### config.mk
export PLATFORM = sky130hd
export DESIGN_NAME = dvm_top
export DESIGN_NICKNAME = d
export VERILOG_FILES = /design/src/hw/dvm_top.v /design/src/hw/dvm_gain_mult.v
export VERILOG_INCLUDE_DIRS = /design/src /design/src/hw
export SDC_FILE = /design/constraint.sdc
export NUM_CORES = 2
export LEC_CHECK = 0
export ABC_AREA = 1
export ABC_CLOCK_PERIOD_IN_PS = 10650
export BUFFER_PORTS_ARGS = -buffer_cell sky130_fd_sc_hd__buf_2
export CAP_MARGIN = 20
export CORE_MARGIN = 2
export CORE_UTILIZATION = 51
export CTS_BUF_LIST = sky130_fd_sc_hd__clkbuf_2
export CTS_CLUSTER_DIAMETER = 60
export DETAILED_ROUTE_END_ITERATION = 10
export PLACE_DENSITY = 0.79
export SLEW_MARGIN = 20
export SYNTH_ARGS = -nofsm -noshare
export SYNTH_HDL_FRONTEND = slang
export SYNTH_SLANG_ARGS = --single-unit
export TNS_END_PERCENT = 10
### constraint.sdc
create_clock -name pclk -period 10.65 [get_ports pclk]
set_input_delay 0.5325 -clock pclk [delete_from_list [all_inputs] [get_ports pclk]]
set_output_delay 0.5325 -clock pclk [all_outputs]
set_load 0.01 [all_outputs]
### src/hw/dvm_defs.vh
// constants for the dac volume and mute stage
// assumes an apb3 master and an upstream sample strobe on pclk
`ifndef DVM_DEFS_VH
`define DVM_DEFS_VH
// ----------------------------------------
// register indices, byte address is four times the index
// ----------------------------------------
`define DVM_IDX_SETUP_ONE  8'h3f
`define DVM_IDX_SETUP_TWO  8'h40
`define DVM_IDX_LEFT_GAIN  8'h41
`define DVM_IDX_RIGHT_GAIN 8'h42
`define DVM_IDX_STATUS     8'h50
// ----------------------------------------
// reset values
// ----------------------------------------
`define DVM_RST_SETUP_ONE  8'h14
`define DVM_RST_SETUP_TWO  8'h0c
`define DVM_RST_GAIN       8'h00
// ----------------------------------------
// field positions
// ----------------------------------------
`define DVM_F_LPWR         7
`define DVM_F_RPWR         6
`define DVM_F_RAMP         1:0
`define DVM_F_RMOD         7
`define DVM_F_AMUTE        6:4
`define DVM_F_LMUTE        3
`define DVM_F_RMUTE        2
`define DVM_F_LINK         1:0
// ----------------------------------------
// encodings
// ----------------------------------------
`define DVM_RAMP_EVERY     2'b00
`define DVM_RAMP_SECOND    2'b01
`define DVM_LINK_L_FROM_R  2'b01
`define DVM_LINK_R_FROM_L  2'b10
`define DVM_AMUTE_OFF      3'h0
`define DVM_AMUTE_BASE     14'h0064
`define DVM_GAIN_MIN       8'h81
`define DVM_GAIN_OFFSET    9'h084
`define DVM_EXP_STEPS      9'h00c
`define DVM_SHIFT_BASE     6'h19
`define DVM_SAMPLE_MAX     16'h7fff
`define DVM_SAMPLE_MIN     16'h8000
`define DVM_CNT_MAX        14'h3fff
`endif

### src/hw/dvm_top.v
// dac digital volume, mute, auto mute and channel linking stage
// assumes samples arrive on pclk with a one-cycle strobe per word clock
//
// The APB register port was decided locally.
`timescale 1ns/1ps
`include "dvm_defs.vh"
module dvm_top (
   input  wire        pclk,
   input  wire        presetn,
   input  wire        psel,
   input  wire        penable,
   input  wire        pwrite,
   input  wire [11:0] paddr,
   input  wire [31:0] pwdata,
   output reg  [31:0] prdata,
   output reg         pready,
   output reg         pslverr,
   input  wire        in_valid,
   input  wire [15:0] in_left,
   input  wire [15:0] in_right,
   output reg         out_valid,
   output reg  [15:0] out_left,
   output reg  [15:0] out_right
);
   // ----------------------------------------
   // helpers
   // ----------------------------------------
   function [7:0] step_to;
      input [7:0] cur;
      input [7:0] tgt;
      begin
         if ($signed(cur) < $signed(tgt))
            step_to = cur + 8'h01;
         else if ($signed(cur) > $signed(tgt))
            step_to = cur - 8'h01;
         else
            step_to = cur;
      end
   endfunction

   function [13:0] amute_limit;
      input [2:0] c;
      begin
         amute_limit = `DVM_AMUTE_BASE << (c - 3'h1);
      end
   endfunction

   // ----------------------------------------
   // registers
   // ----------------------------------------
   reg  [7:0]  setup_one_reg;
   reg  [7:0]  setup_two_reg;
   reg  [7:0]  left_gain_reg;
   reg  [7:0]  right_gain_reg;
   reg  [7:0]  left_applied_reg;
   reg  [7:0]  right_applied_reg;
   reg  [13:0] same_cnt_reg;
   reg         auto_mute_reg;
   reg         phase_reg;
   reg  [15:0] prev_left_reg;
   reg  [15:0] prev_right_reg;

   wire [7:0]  idx = paddr[9:2];
   wire        addr_ok = (paddr[11:10] == 2'b00) && (paddr[1:0] == 2'b00);
   wire        bus_done = psel && penable && pready;
   wire        wr_en = bus_done && pwrite && !pslverr;

   // ----------------------------------------
   // apb slave, one wait state per access
   // ----------------------------------------
   reg  [31:0] rd_mux;
   reg         rd_hit;
   always @* begin
      rd_mux = 32'h00000000;
      rd_hit = addr_ok;
      case (idx)
         `DVM_IDX_SETUP_ONE:  rd_mux = {24'h000000, setup_one_reg};
         `DVM_IDX_SETUP_TWO:  rd_mux = {24'h000000, setup_two_reg};
         `DVM_IDX_LEFT_GAIN:  rd_mux = {24'h000000, left_gain_reg};
         `DVM_IDX_RIGHT_GAIN: rd_mux = {24'h000000, right_gain_reg};
         `DVM_IDX_STATUS:     rd_mux = {15'h0000, auto_mute_reg,
                                        right_applied_reg,
                                        left_applied_reg};
         default:             rd_hit = 1'b0;
      endcase
   end

   always @(posedge pclk or negedge presetn) begin
      if (!presetn) begin
         pready  <= 1'b0;
         pslverr <= 1'b0;
         prdata  <= 32'h00000000;
      end else begin
         pready <= psel && penable && !pready;
         if (psel && penable && !pready) begin
            pslverr <= !rd_hit || (pwrite && idx == `DVM_IDX_STATUS);
            // refused reads return zero, not the decoded register
            prdata  <= (pwrite || !rd_hit) ? 32'h00000000 : rd_mux;
         end else begin
            pslverr <= 1'b0;
            prdata  <= 32'h00000000;
         end
      end
   end

   always @(posedge pclk or negedge presetn) begin
      if (!presetn) begin
         setup_one_reg  <= `DVM_RST_SETUP_ONE;
         setup_two_reg  <= `DVM_RST_SETUP_TWO;
         left_gain_reg  <= `DVM_RST_GAIN;
         right_gain_reg <= `DVM_RST_GAIN;
      end else if (wr_en) begin
         case (idx)
            `DVM_IDX_SETUP_ONE:  setup_one_reg  <= pwdata[7:0];
            `DVM_IDX_SETUP_TWO:  setup_two_reg  <= pwdata[7:0];
            `DVM_IDX_LEFT_GAIN:  left_gain_reg  <= pwdata[7:0];
            `DVM_IDX_RIGHT_GAIN: right_gain_reg <= pwdata[7:0];
            default: ;
         endcase
      end
   end

   // ----------------------------------------
   // auto mute detector
   // ----------------------------------------
   wire [2:0] amute_code = setup_two_reg[`DVM_F_AMUTE];
   wire       same_in = (in_left == prev_left_reg) &&
                        (in_right == prev_right_reg);
   always @(posedge pclk or negedge presetn) begin
      if (!presetn) begin
         prev_left_reg  <= 16'h0000;
         prev_right_reg <= 16'h0000;
         same_cnt_reg   <= 14'h0000;
         auto_mute_reg  <= 1'b0;
      end else begin
         if (in_valid) begin
            prev_left_reg  <= in_left;
            prev_right_reg <= in_right;
            if (!same_in)
               same_cnt_reg <= 14'h0000;
            else if (same_cnt_reg != `DVM_CNT_MAX)
               same_cnt_reg <= same_cnt_reg + 14'h0001;
         end
         auto_mute_reg <= (amute_code != `DVM_AMUTE_OFF) &&
                          (same_cnt_reg >= amute_limit(amute_code));
      end
   end

   // ----------------------------------------
   // gain targets and ramp
   // ----------------------------------------
   wire [1:0] link = setup_two_reg[`DVM_F_LINK];
   wire [1:0] ramp = setup_one_reg[`DVM_F_RAMP];
   wire       left_mute = setup_two_reg[`DVM_F_LMUTE] || auto_mute_reg;
   wire       right_mute = setup_two_reg[`DVM_F_RMUTE] || auto_mute_reg;
   wire [7:0] left_set = (link == `DVM_LINK_L_FROM_R) ?
                         right_gain_reg : left_gain_reg;
   wire [7:0] right_set = (link == `DVM_LINK_R_FROM_L) ?
                          left_gain_reg : right_gain_reg;
   // mute ramps down to the lowest gain, then data is forced to zero
   wire [7:0] left_tgt = left_mute ? `DVM_GAIN_MIN : left_set;
   wire [7:0] right_tgt = right_mute ? `DVM_GAIN_MIN : right_set;

   wire       ramp_on = (ramp == `DVM_RAMP_EVERY) ||
                        (ramp == `DVM_RAMP_SECOND);
   wire       step_ok = (ramp == `DVM_RAMP_EVERY) || phase_reg;

   always @(posedge pclk or negedge presetn) begin
      if (!presetn) begin
         left_applied_reg  <= `DVM_GAIN_MIN;
         right_applied_reg <= `DVM_GAIN_MIN;
         phase_reg         <= 1'b0;
      end else if (in_valid) begin
         phase_reg <= !phase_reg;
         // reserved rate code treated as no ramping
         if (!ramp_on) begin
            left_applied_reg  <= left_tgt;
            right_applied_reg <= right_tgt;
         end else if (step_ok) begin
            left_applied_reg  <= step_to(left_applied_reg, left_tgt);
            right_applied_reg <= step_to(right_applied_reg, right_tgt);
         end
      end
   end

   // ----------------------------------------
   // gain multipliers and output stage
   // ----------------------------------------
   wire [15:0] left_scaled;
   wire [15:0] right_scaled;
   dvm_gain_mult u_left_mult (
      .sample (in_left),
      .code   (left_applied_reg),
      .result (left_scaled)
   );
   dvm_gain_mult u_right_mult (
      .sample (in_right),
      .code   (right_applied_reg),
      .result (right_scaled)
   );

   wire        left_silent = left_mute &&
                             (left_applied_reg == `DVM_GAIN_MIN);
   wire        right_silent = right_mute &&
                              (right_applied_reg == `DVM_GAIN_MIN);
   wire        left_up = setup_one_reg[`DVM_F_LPWR];
   wire        right_up = setup_one_reg[`DVM_F_RPWR];
   wire [15:0] left_data = (left_up && !left_silent) ?
                           left_scaled : 16'h0000;
   reg  [15:0] right_data;
   always @* begin
      if (!right_up)
         right_data = setup_two_reg[`DVM_F_RMOD] ? ~left_data : 16'h0000;
      else if (right_silent)
         right_data = 16'h0000;
      else
         right_data = right_scaled;
   end

   always @(posedge pclk or negedge presetn) begin
      if (!presetn) begin
         out_valid <= 1'b0;
         out_left  <= 16'h0000;
         out_right <= 16'h0000;
      end else begin
         out_valid <= in_valid;
         if (in_valid) begin
            out_left  <= left_data;
            out_right <= right_data;
         end
      end
   end
endmodule

### src/hw/dvm_gain_mult.v
// half-decibel gain multiplier with saturation, purely combinational
// assumes the gain code is never a reserved value
`timescale 1ns/1ps
`include "dvm_defs.vh"
module dvm_gain_mult (
   input  wire [15:0] sample,
   input  wire [7:0]  code,
   output reg  [15:0] result
);
   // ----------------------------------------
   // mantissa table, 2^(r/12) in q14
   // ----------------------------------------
   function [15:0] mant;
      input [3:0] r;
      begin
         case (r)
            4'h0: mant = 16'h4000;
            4'h1: mant = 16'h43ce;
            4'h2: mant = 16'h47d6;
            4'h3: mant = 16'h4c1c;
            4'h4: mant = 16'h50a3;
            4'h5: mant = 16'h556e;
            4'h6: mant = 16'h5a82;
            4'h7: mant = 16'h5fe4;
            4'h8: mant = 16'h6598;
            4'h9: mant = 16'h6ba2;
            4'ha: mant = 16'h7209;
            default: mant = 16'h78d1;
         endcase
      end
   endfunction

   reg [8:0]  biased;
   reg [8:0]  expo;
   reg [8:0]  rem;
   reg signed [32:0] prod;
   reg signed [32:0] shifted;
   reg [5:0]  sh;

   always @* begin
      biased  = {code[7], code} + `DVM_GAIN_OFFSET;
      expo    = biased / `DVM_EXP_STEPS;
      rem     = biased % `DVM_EXP_STEPS;
      sh      = `DVM_SHIFT_BASE - expo[5:0];
      prod    = $signed({{17{sample[15]}}, sample}) *
                $signed({17'h00000, mant(rem[3:0])});
      shifted = prod >>> sh;
      // clip rather than wrap, +24 db easily overflows
      if (shifted > $signed({17'h00000, `DVM_SAMPLE_MAX}))
         result = `DVM_SAMPLE_MAX;
      else if (shifted < $signed({17'h1ffff, `DVM_SAMPLE_MIN}))
         result = `DVM_SAMPLE_MIN;
      else
         result = shifted[15:0];
   end
endmodule

-- Word-level counts from Yosys, hierarchy flattened
Memories as Yosys holds them, arrays and structs flattened.
Cells that the tools add are included.
- ROM bits: 448
- word-level logic and storage cells: 127
- bits in registers: 163
- memories: 2
- output and inout port bits: 67
- $lt $le $gt $ge: 9
- muxes and demuxes: 27
- reduce and logical (&&, ||, !) cells: 35
- shifts and indexed selects: 3
- multiply operators: 2
- div/mod/pow operators: 4
- add/subtract/negate cells: 10
- bitwise operators: 1
- eq/ne operators: 17
- memory list (name ; depth ; width ; read ports ; clocked after memory_dff ; write ports ; RTL line ; RTL):
    (no name shown) ; 16 ; 14 ; 1 ; 0 ; 0 ; dvm_gain_mult.v:16 ; case (r)
    (no name shown) ; 16 ; 14 ; 1 ; 0 ; 0 ; dvm_gain_mult.v:16 ;
- operators by type and width (cell ; number):
    $mux W16 ; 8
    $mux W8 ; 12
    $pmux W17 S5 ; 1
    $gt A33 B16 Y1 const B ; 2
    $lt A33 B16 Y1 const B ; 2
    $mul A16 B17 Y33 ; 2
    $sshr A33 B6 Y33 ; 2
    $mux W32 ; 2
    $eq A16 B16 Y1 ; 2
    $eq A8 B7 Y1 const B ; 4
    $mux W14 ; 2
    $add A9 B8 Y9 const B ; 2
    $div A9 B4 Y9 const B ; 2
    $mod A9 B4 Y9 const B ; 2
    $add A8 B1 Y8 const B ; 2
    $eq A8 B8 Y1 const B ; 2
    $gt A8 B8 Y1 ; 2
    $lt A8 B8 Y1 ; 2
    $not A16 Y16 ; 1
    $sub A8 B1 Y8 const B ; 2
    $add A14 B1 Y14 const B ; 1
    $ge A14 B14 Y1 ; 1
    $ne A14 B14 Y1 const B ; 1
    $shl A7 B3 Y14 const A ; 1
    16 further kinds ; 48

-- Longest topological paths before layout
An unclocked memory read counts as a cell.
- word-level depth: 12
- gate-level depth with buffers: 78

-- Cells and area by module
Synthesis repeated with hierarchy kept, for this count alone.
- cells, all modules: 4574
- area total of the unflattened synthesis: 31539.0 um^2
- modules (own cells, without submodules) (module ; area an instance (um^2) ; instances ; cells an instance):
    dvm_gain_mult (u_right_mult) ; 11653.7 ; 1 ; 1793
    dvm_gain_mult (u_left_mult) ; 11213.3 ; 1 ; 1685
    dvm_top ; 8672.1 ; 1 ; 1096

-- Least setup slack after synthesis
Ideal clock, no wire load.
- kind: register to register
- from: reg right_applied_reg[2]
- to: reg out_right[4]
- clock period less this slack: 10.208 ns
- path buffers: 5
- arrival time: 10.089 ns
- library setup time: 0.119 ns
- required time: 10.531 ns
- path slack: 0.442 ns
- stages on the path, launching flop included: 64
- cell sequence: dfrtp_1 -> ha_1 -> nand2_1 -> nor2_1 -> inv_2 -> nand2_2 -> inv_2 -> nand2_1 -> nand2_1 -> a21boi_1 -> xor2_1 -> nand3_2 -> nand3_1 -> nand3_1 -> nor2_8 -> nand2_4 -> nand2_4 -> buf_8 -> [28 not listed] -> inv_1 -> nand2_1 -> nand3_1 -> nand2_1 -> nand2_1 -> nand2_1 -> nand2_1 -> nand2_1 -> nand2_1 -> nand2_1 -> a21oi_1 -> a21oi_1 -> nand2_1 -> nand2_4 -> buf_8 -> nand2_1 -> a21boi_1 -> nand2_1
- cells in the longest elaborated chain, start to end: 10
- elaborated cells between the ends (all ways): 15
- ends and longest elaborated chain (item ; RTL line ; RTL):
    from (decl) ; dvm_top.v:56 ; reg [7:0] right_applied_reg;
    from (signal assigned) ; dvm_top.v:171 ; right_applied_reg <= `DVM_GAIN_MIN;
    from (signal assigned) ; dvm_top.v:178 ; right_applied_reg <= right_tgt;
    from (signal assigned) ; dvm_top.v:181 ; right_applied_reg <= step_to(right_applied_reg, right_tgt);
    $add A9 B8 Y9 (no line) ; - ;
    $mod A9 B4 Y9 (no line) ; - ;
    $mem_v2 Z16 W14 ; - ;
    $mul A16 B17 Y33 ; dvm_gain_mult.v:45 ; prod = $signed({{17{sample[15]}}, sample}) *
    $sshr A33 B6 Y33 ; dvm_gain_mult.v:47 ; shifted = prod >>> sh;
    $lt A33 B16 Y1 ; dvm_gain_mult.v:51 ; else if (shifted < $signed({17'h1ffff, `DVM_SAMPLE_MIN}))
    $mux W16 ; dvm_gain_mult.v:51 ;
    $mux W16 ; dvm_gain_mult.v:49 ; if (shifted > $signed({17'h00000, `DVM_SAMPLE_MAX}))
    $mux W16 * ; dvm_top.v:214 ; else if (right_silent)
    $mux W16 * ; dvm_top.v:212 ; if (!right_up)
    to (signal assigned) ; dvm_top.v:229 ; out_right <= right_data;
    to (decl) ; dvm_top.v:23 ; output reg [15:0] out_right
Every way passes the cells marked *; elsewhere a longest branch is shown, timed or not.
A chain may end at the register's enable or synchronous reset.

-- Worst setup path after layout
- from: reg left_applied_reg[2]
- to: reg out_right[12]
- cells in the longest elaborated chain, start to end: 12
- elaborated cells between the ends (all ways): 19
- ends and longest elaborated chain (item ; RTL line ; RTL):
    from (decl) ; dvm_top.v:55 ; reg [7:0] left_applied_reg;
    from (signal assigned) ; dvm_top.v:170 ; left_applied_reg <= `DVM_GAIN_MIN;
    from (signal assigned) ; dvm_top.v:177 ; left_applied_reg <= left_tgt;
    from (signal assigned) ; dvm_top.v:180 ; left_applied_reg <= step_to(left_applied_reg, left_tgt);
    $add A9 B8 Y9 (no line) ; - ;
    $mod A9 B4 Y9 (no line) ; - ;
    $mem_v2 Z16 W14 ; - ;
    $mul A16 B17 Y33 ; dvm_gain_mult.v:45 ;
    $sshr A33 B6 Y33 ; dvm_gain_mult.v:47 ;
    $lt A33 B16 Y1 ; dvm_gain_mult.v:51 ;
    $mux W16 ; dvm_gain_mult.v:51 ;
    $mux W16 ; dvm_gain_mult.v:49 ;
    $mux W16 * ; dvm_top.v:208 ; wire [15:0] left_data = (left_up && !left_silent) ?
    $not A16 Y16 * ; dvm_top.v:213 ; right_data = setup_two_reg[`DVM_F_RMOD] ? ~left_data : 16'h0000;
    $mux W16 * ; dvm_top.v:213 ;
    $mux W16 * ; dvm_top.v:212 ;
Marked as above.

==> results.yml <==
run_status:
  outcome: "finished clean"
synthesis:
  yosys-top-cells-area: "fa_1 24%, nand2_1 13%, ha_1 13%"
  synth_edf_count: 0
  yosysSeqAreaShare_pct: 12.3
  synth_area_leader_cell: "fa_1"
  yosysMostFrequentCell: "nand2_1"
  synth.distinct_cells: 58
  synth_warnings: 0
  syn-cell-area_sq_um: 30300
  synth_seq_cells: 148
  synthesis.instances: 4288
  synthTopCellsByCount: "1064 x nand2_1, 771 x inv_1, 370 x nor2_1"
  avgSynthCellArea_sq_um: 7.06
  ys.flop_type: "dfrtp_1"
  synthArstFlopShare_pct: 100
  netlist.area_leader.share_pct: 24.1
clock_network:
  cts.sinks: 148
  ctsRootBufferMaster: "clkbuf_2"
  clkLatencyLatePin_ns: 1.06
  cts_tree: "done"
  h-tree-depth: 4
  path_clk_slew_ns: 0.34
  cts_buffers: 17
  clockBufferDepth: 2
routing:
  routed-via-count: 29017
  firstDrtPassIters: 8
  drc: 0
  met2_length_mm: 40.4
  wl_met3_mm: 7.81
  avgRoutedWirePerCell_um: 16.7
  vias_per_cell: 5.48
  m1WireLength_mm: 37.7
  drt_iter0_markers: 2333
  ant_nets: 0
  dr.max_layer_used: "met5"
  wl_mm: 88.5
timing:
  tns_ns: 0
  period_share_pct: 96.5
  clock.fmax_mhz: 97.3
  clock_skew_ns: 0.0627
  setup_viol: 0
  worstMarginPinSlew_ns: 0.962
  layout_min_cycle_time_ns: 10.28
  maxSlewHeadroom_pct: 35.7
  hold_violations: 0
  drv_slew: 0
flow_run:
  cap_violations: 0
place:
  io_buffers: 109
  post-dp-hpwl_mm: 69.1
  gp_congestion: 0.961
floorplanning:
  start_util_pct: 51.4
  die_y_um: 248
  core_sq_um: 58900
  row_count: 89
  die_w_um: 248
  dieArea_sq_um: 61400
  ioPinCount: 149
setup_path:
  cp_slowest_cell: "fa_1"
  max_stage_delay_ns: 0.57
  critPathArrivalTime_ns: 11.21
  r2r_cells: 66
  critPathRequiredTime_ns: 11.58
  worst-path-buf-inv: 10
  startpoint_type: "register"
  critPathMaxFanout: 8
  cp.depth: 66
  critPathMostFrequentCell: "nand2_1"
  critical-path-top-delay-family: "simple AND/OR/NAND/NOR gates"
  worst_setup_path_end_kind: "register"
  worstSetupPathType: "register to register"
global_route:
  grt_pass1_wl_mm: 141
  antenna_found_initial: 2
  grt_max_degree: 95
  grt_overflow_total: 0
  grt_pass1_vias: 27808
  grt_util_all_layers_pct: 28.9
finish:
  drive_gt1_share_pct: 14.2
  layout.nets: 5265
  synthToLayoutAreaGrowth_pct: 13.9
  top_register: "prdata"
  largest_reg_flops: 17
  fillers: 5326
min_path:
  holdCritPathClass: "input pin to asynchronous set/reset pin"
-- path summary, 6_finish.rpt --
kind                                                 start                             end  slack, ns
max in group asynchronous                          presetn    prev_left_reg[6]$_DFFE_PN0P_       9.08
hold reg to reg                      phase_reg$_DFFE_PN0P_           phase_reg$_DFFE_PN0P_       0.49
min in group pclk                             in_right[10]  prev_right_reg[10]$_DFFE_PN0P_       0.13
setup reg to reg           left_applied_reg[2]$_DFFE_PN0P_       out_right[12]$_DFFE_PN0P_       0.37
setup / recovery           left_applied_reg[2]$_DFFE_PN0P_       out_right[12]$_DFFE_PN0P_       0.37
hold / removal                                     presetn         out_left[6]$_DFFE_PN0P_       0.10
-- kinds of logic (layout without fill, tap and decap cells) --
| group | count (synthesis) | count (layout) | synth area share [%] |
|---|---|---|---|
| fa+ha+maj | 674 | 674 | 36.9 |
| simple gates | 1874 | 1878 | 25.6 |
| buf+inv | 961 | 1177 | 12.5 |
| xor+xnor | 87 | 87 | 2.63 |
| other cells | 1 | 16 | 0.0124 |
| flops | 148 | 148 | 12.3 |
| compound gates | 543 | 543 | 10.1 |
-- per-stage QoR --
stage          area, sq um  worst slack [ns]  hold WS (ns)  cells  util, %
2_1_floorplan        30300             0.442         0.237   4302        -
6_report             34500             0.372         0.103   5296     58.6
4_1_cts              32900            0.0132        0.0134   5242     55.9
3_3_place_gp         32100           -0.0890         0.457   5156     54.4
5_1_grt              34500            -0.208        0.0931   5296     58.6
3_5_place_dp         32100            -0.136         0.463   5156     54.4
-- what timing repair did --
action / CTS / global route
endpoints found under the hold margin: 171 / 0
setup buffers: 2 / 49
cloned: 0 / 4
resized for setup: 13 / 327
pin swaps: 1 / 156
hold buffers: 52 / 0
setup endpoints to repair: 30 / 30
-- metal layers --
metal  global-route usage [%]  vias to the layer above
met1                     39.6                    13768
met2                     45.6                     1220
met5                        0                        -
li1                         -                    13826
met3                     6.46                      201
met4                     8.79                        2
-- cell usage in the layout (no fill, tap or decap), types with 18 or more instances in the layout --
cell / netlist / final
xor2_1: 54 / 52
inv_1: 771 / 747
nand3_1: 311 / 279
buf_2: 28 / 108
o21ai_1: 26 / 39
nand4_1: 38 / 38
nand2_1: 1064 / 979
o21ai_0: 246 / 222
dfrtp_1: 140 / 136
buf_4: 25 / 163
ha_4: 0 / 19
dlygate4sd3_1: 0 / 52
nor2_1: 370 / 352
xnor2_1: 30 / 26
fa_1: 364 / 347
o211ai_1: 34 / 34
ha_1: 310 / 291
nor3_1: 33 / 28
clkbuf_2: 0 / 18
inv_2: 12 / 32
nand3_2: 5 / 34
a21oi_1: 135 / 120
nand2_2: 11 / 86
-- layout make-up --
| type | instances | area (sq um) | share of cell area (%) |
|---|---|---|---|
| diodes | 1 | 2.50 | 0.00725 |
| well taps | 773 | 967 | 2.80 |
| multi-input cells | 3197 | 24000 | 69.6 |
| inverters | 804 | 3040 | 8.82 |
| repair buffers | 341 | 2500 | 7.24 |
| flip-flops and latches | 148 | 3720 | 10.8 |
| clock buffers | 18 | 90.1 | 0.261 |
| clock inverters | 14 | 181 | 0.526 |
-- worst reg2reg max path: cells and delay by family (launching register included) --
kind                       cells  cell delay [ns]
DFF                            1             0.51
AOI/OAI and AO/OA              3             0.34
xor gates and xnor gates       2             0.31
buffers and inverters         10             1.25
and+or+nand+nor               43             4.18
adders and majority gates      8             3.59
Power is not shown: default switching activity piles up to over one toggle a cycle in this logic, so the estimate is an artifact.
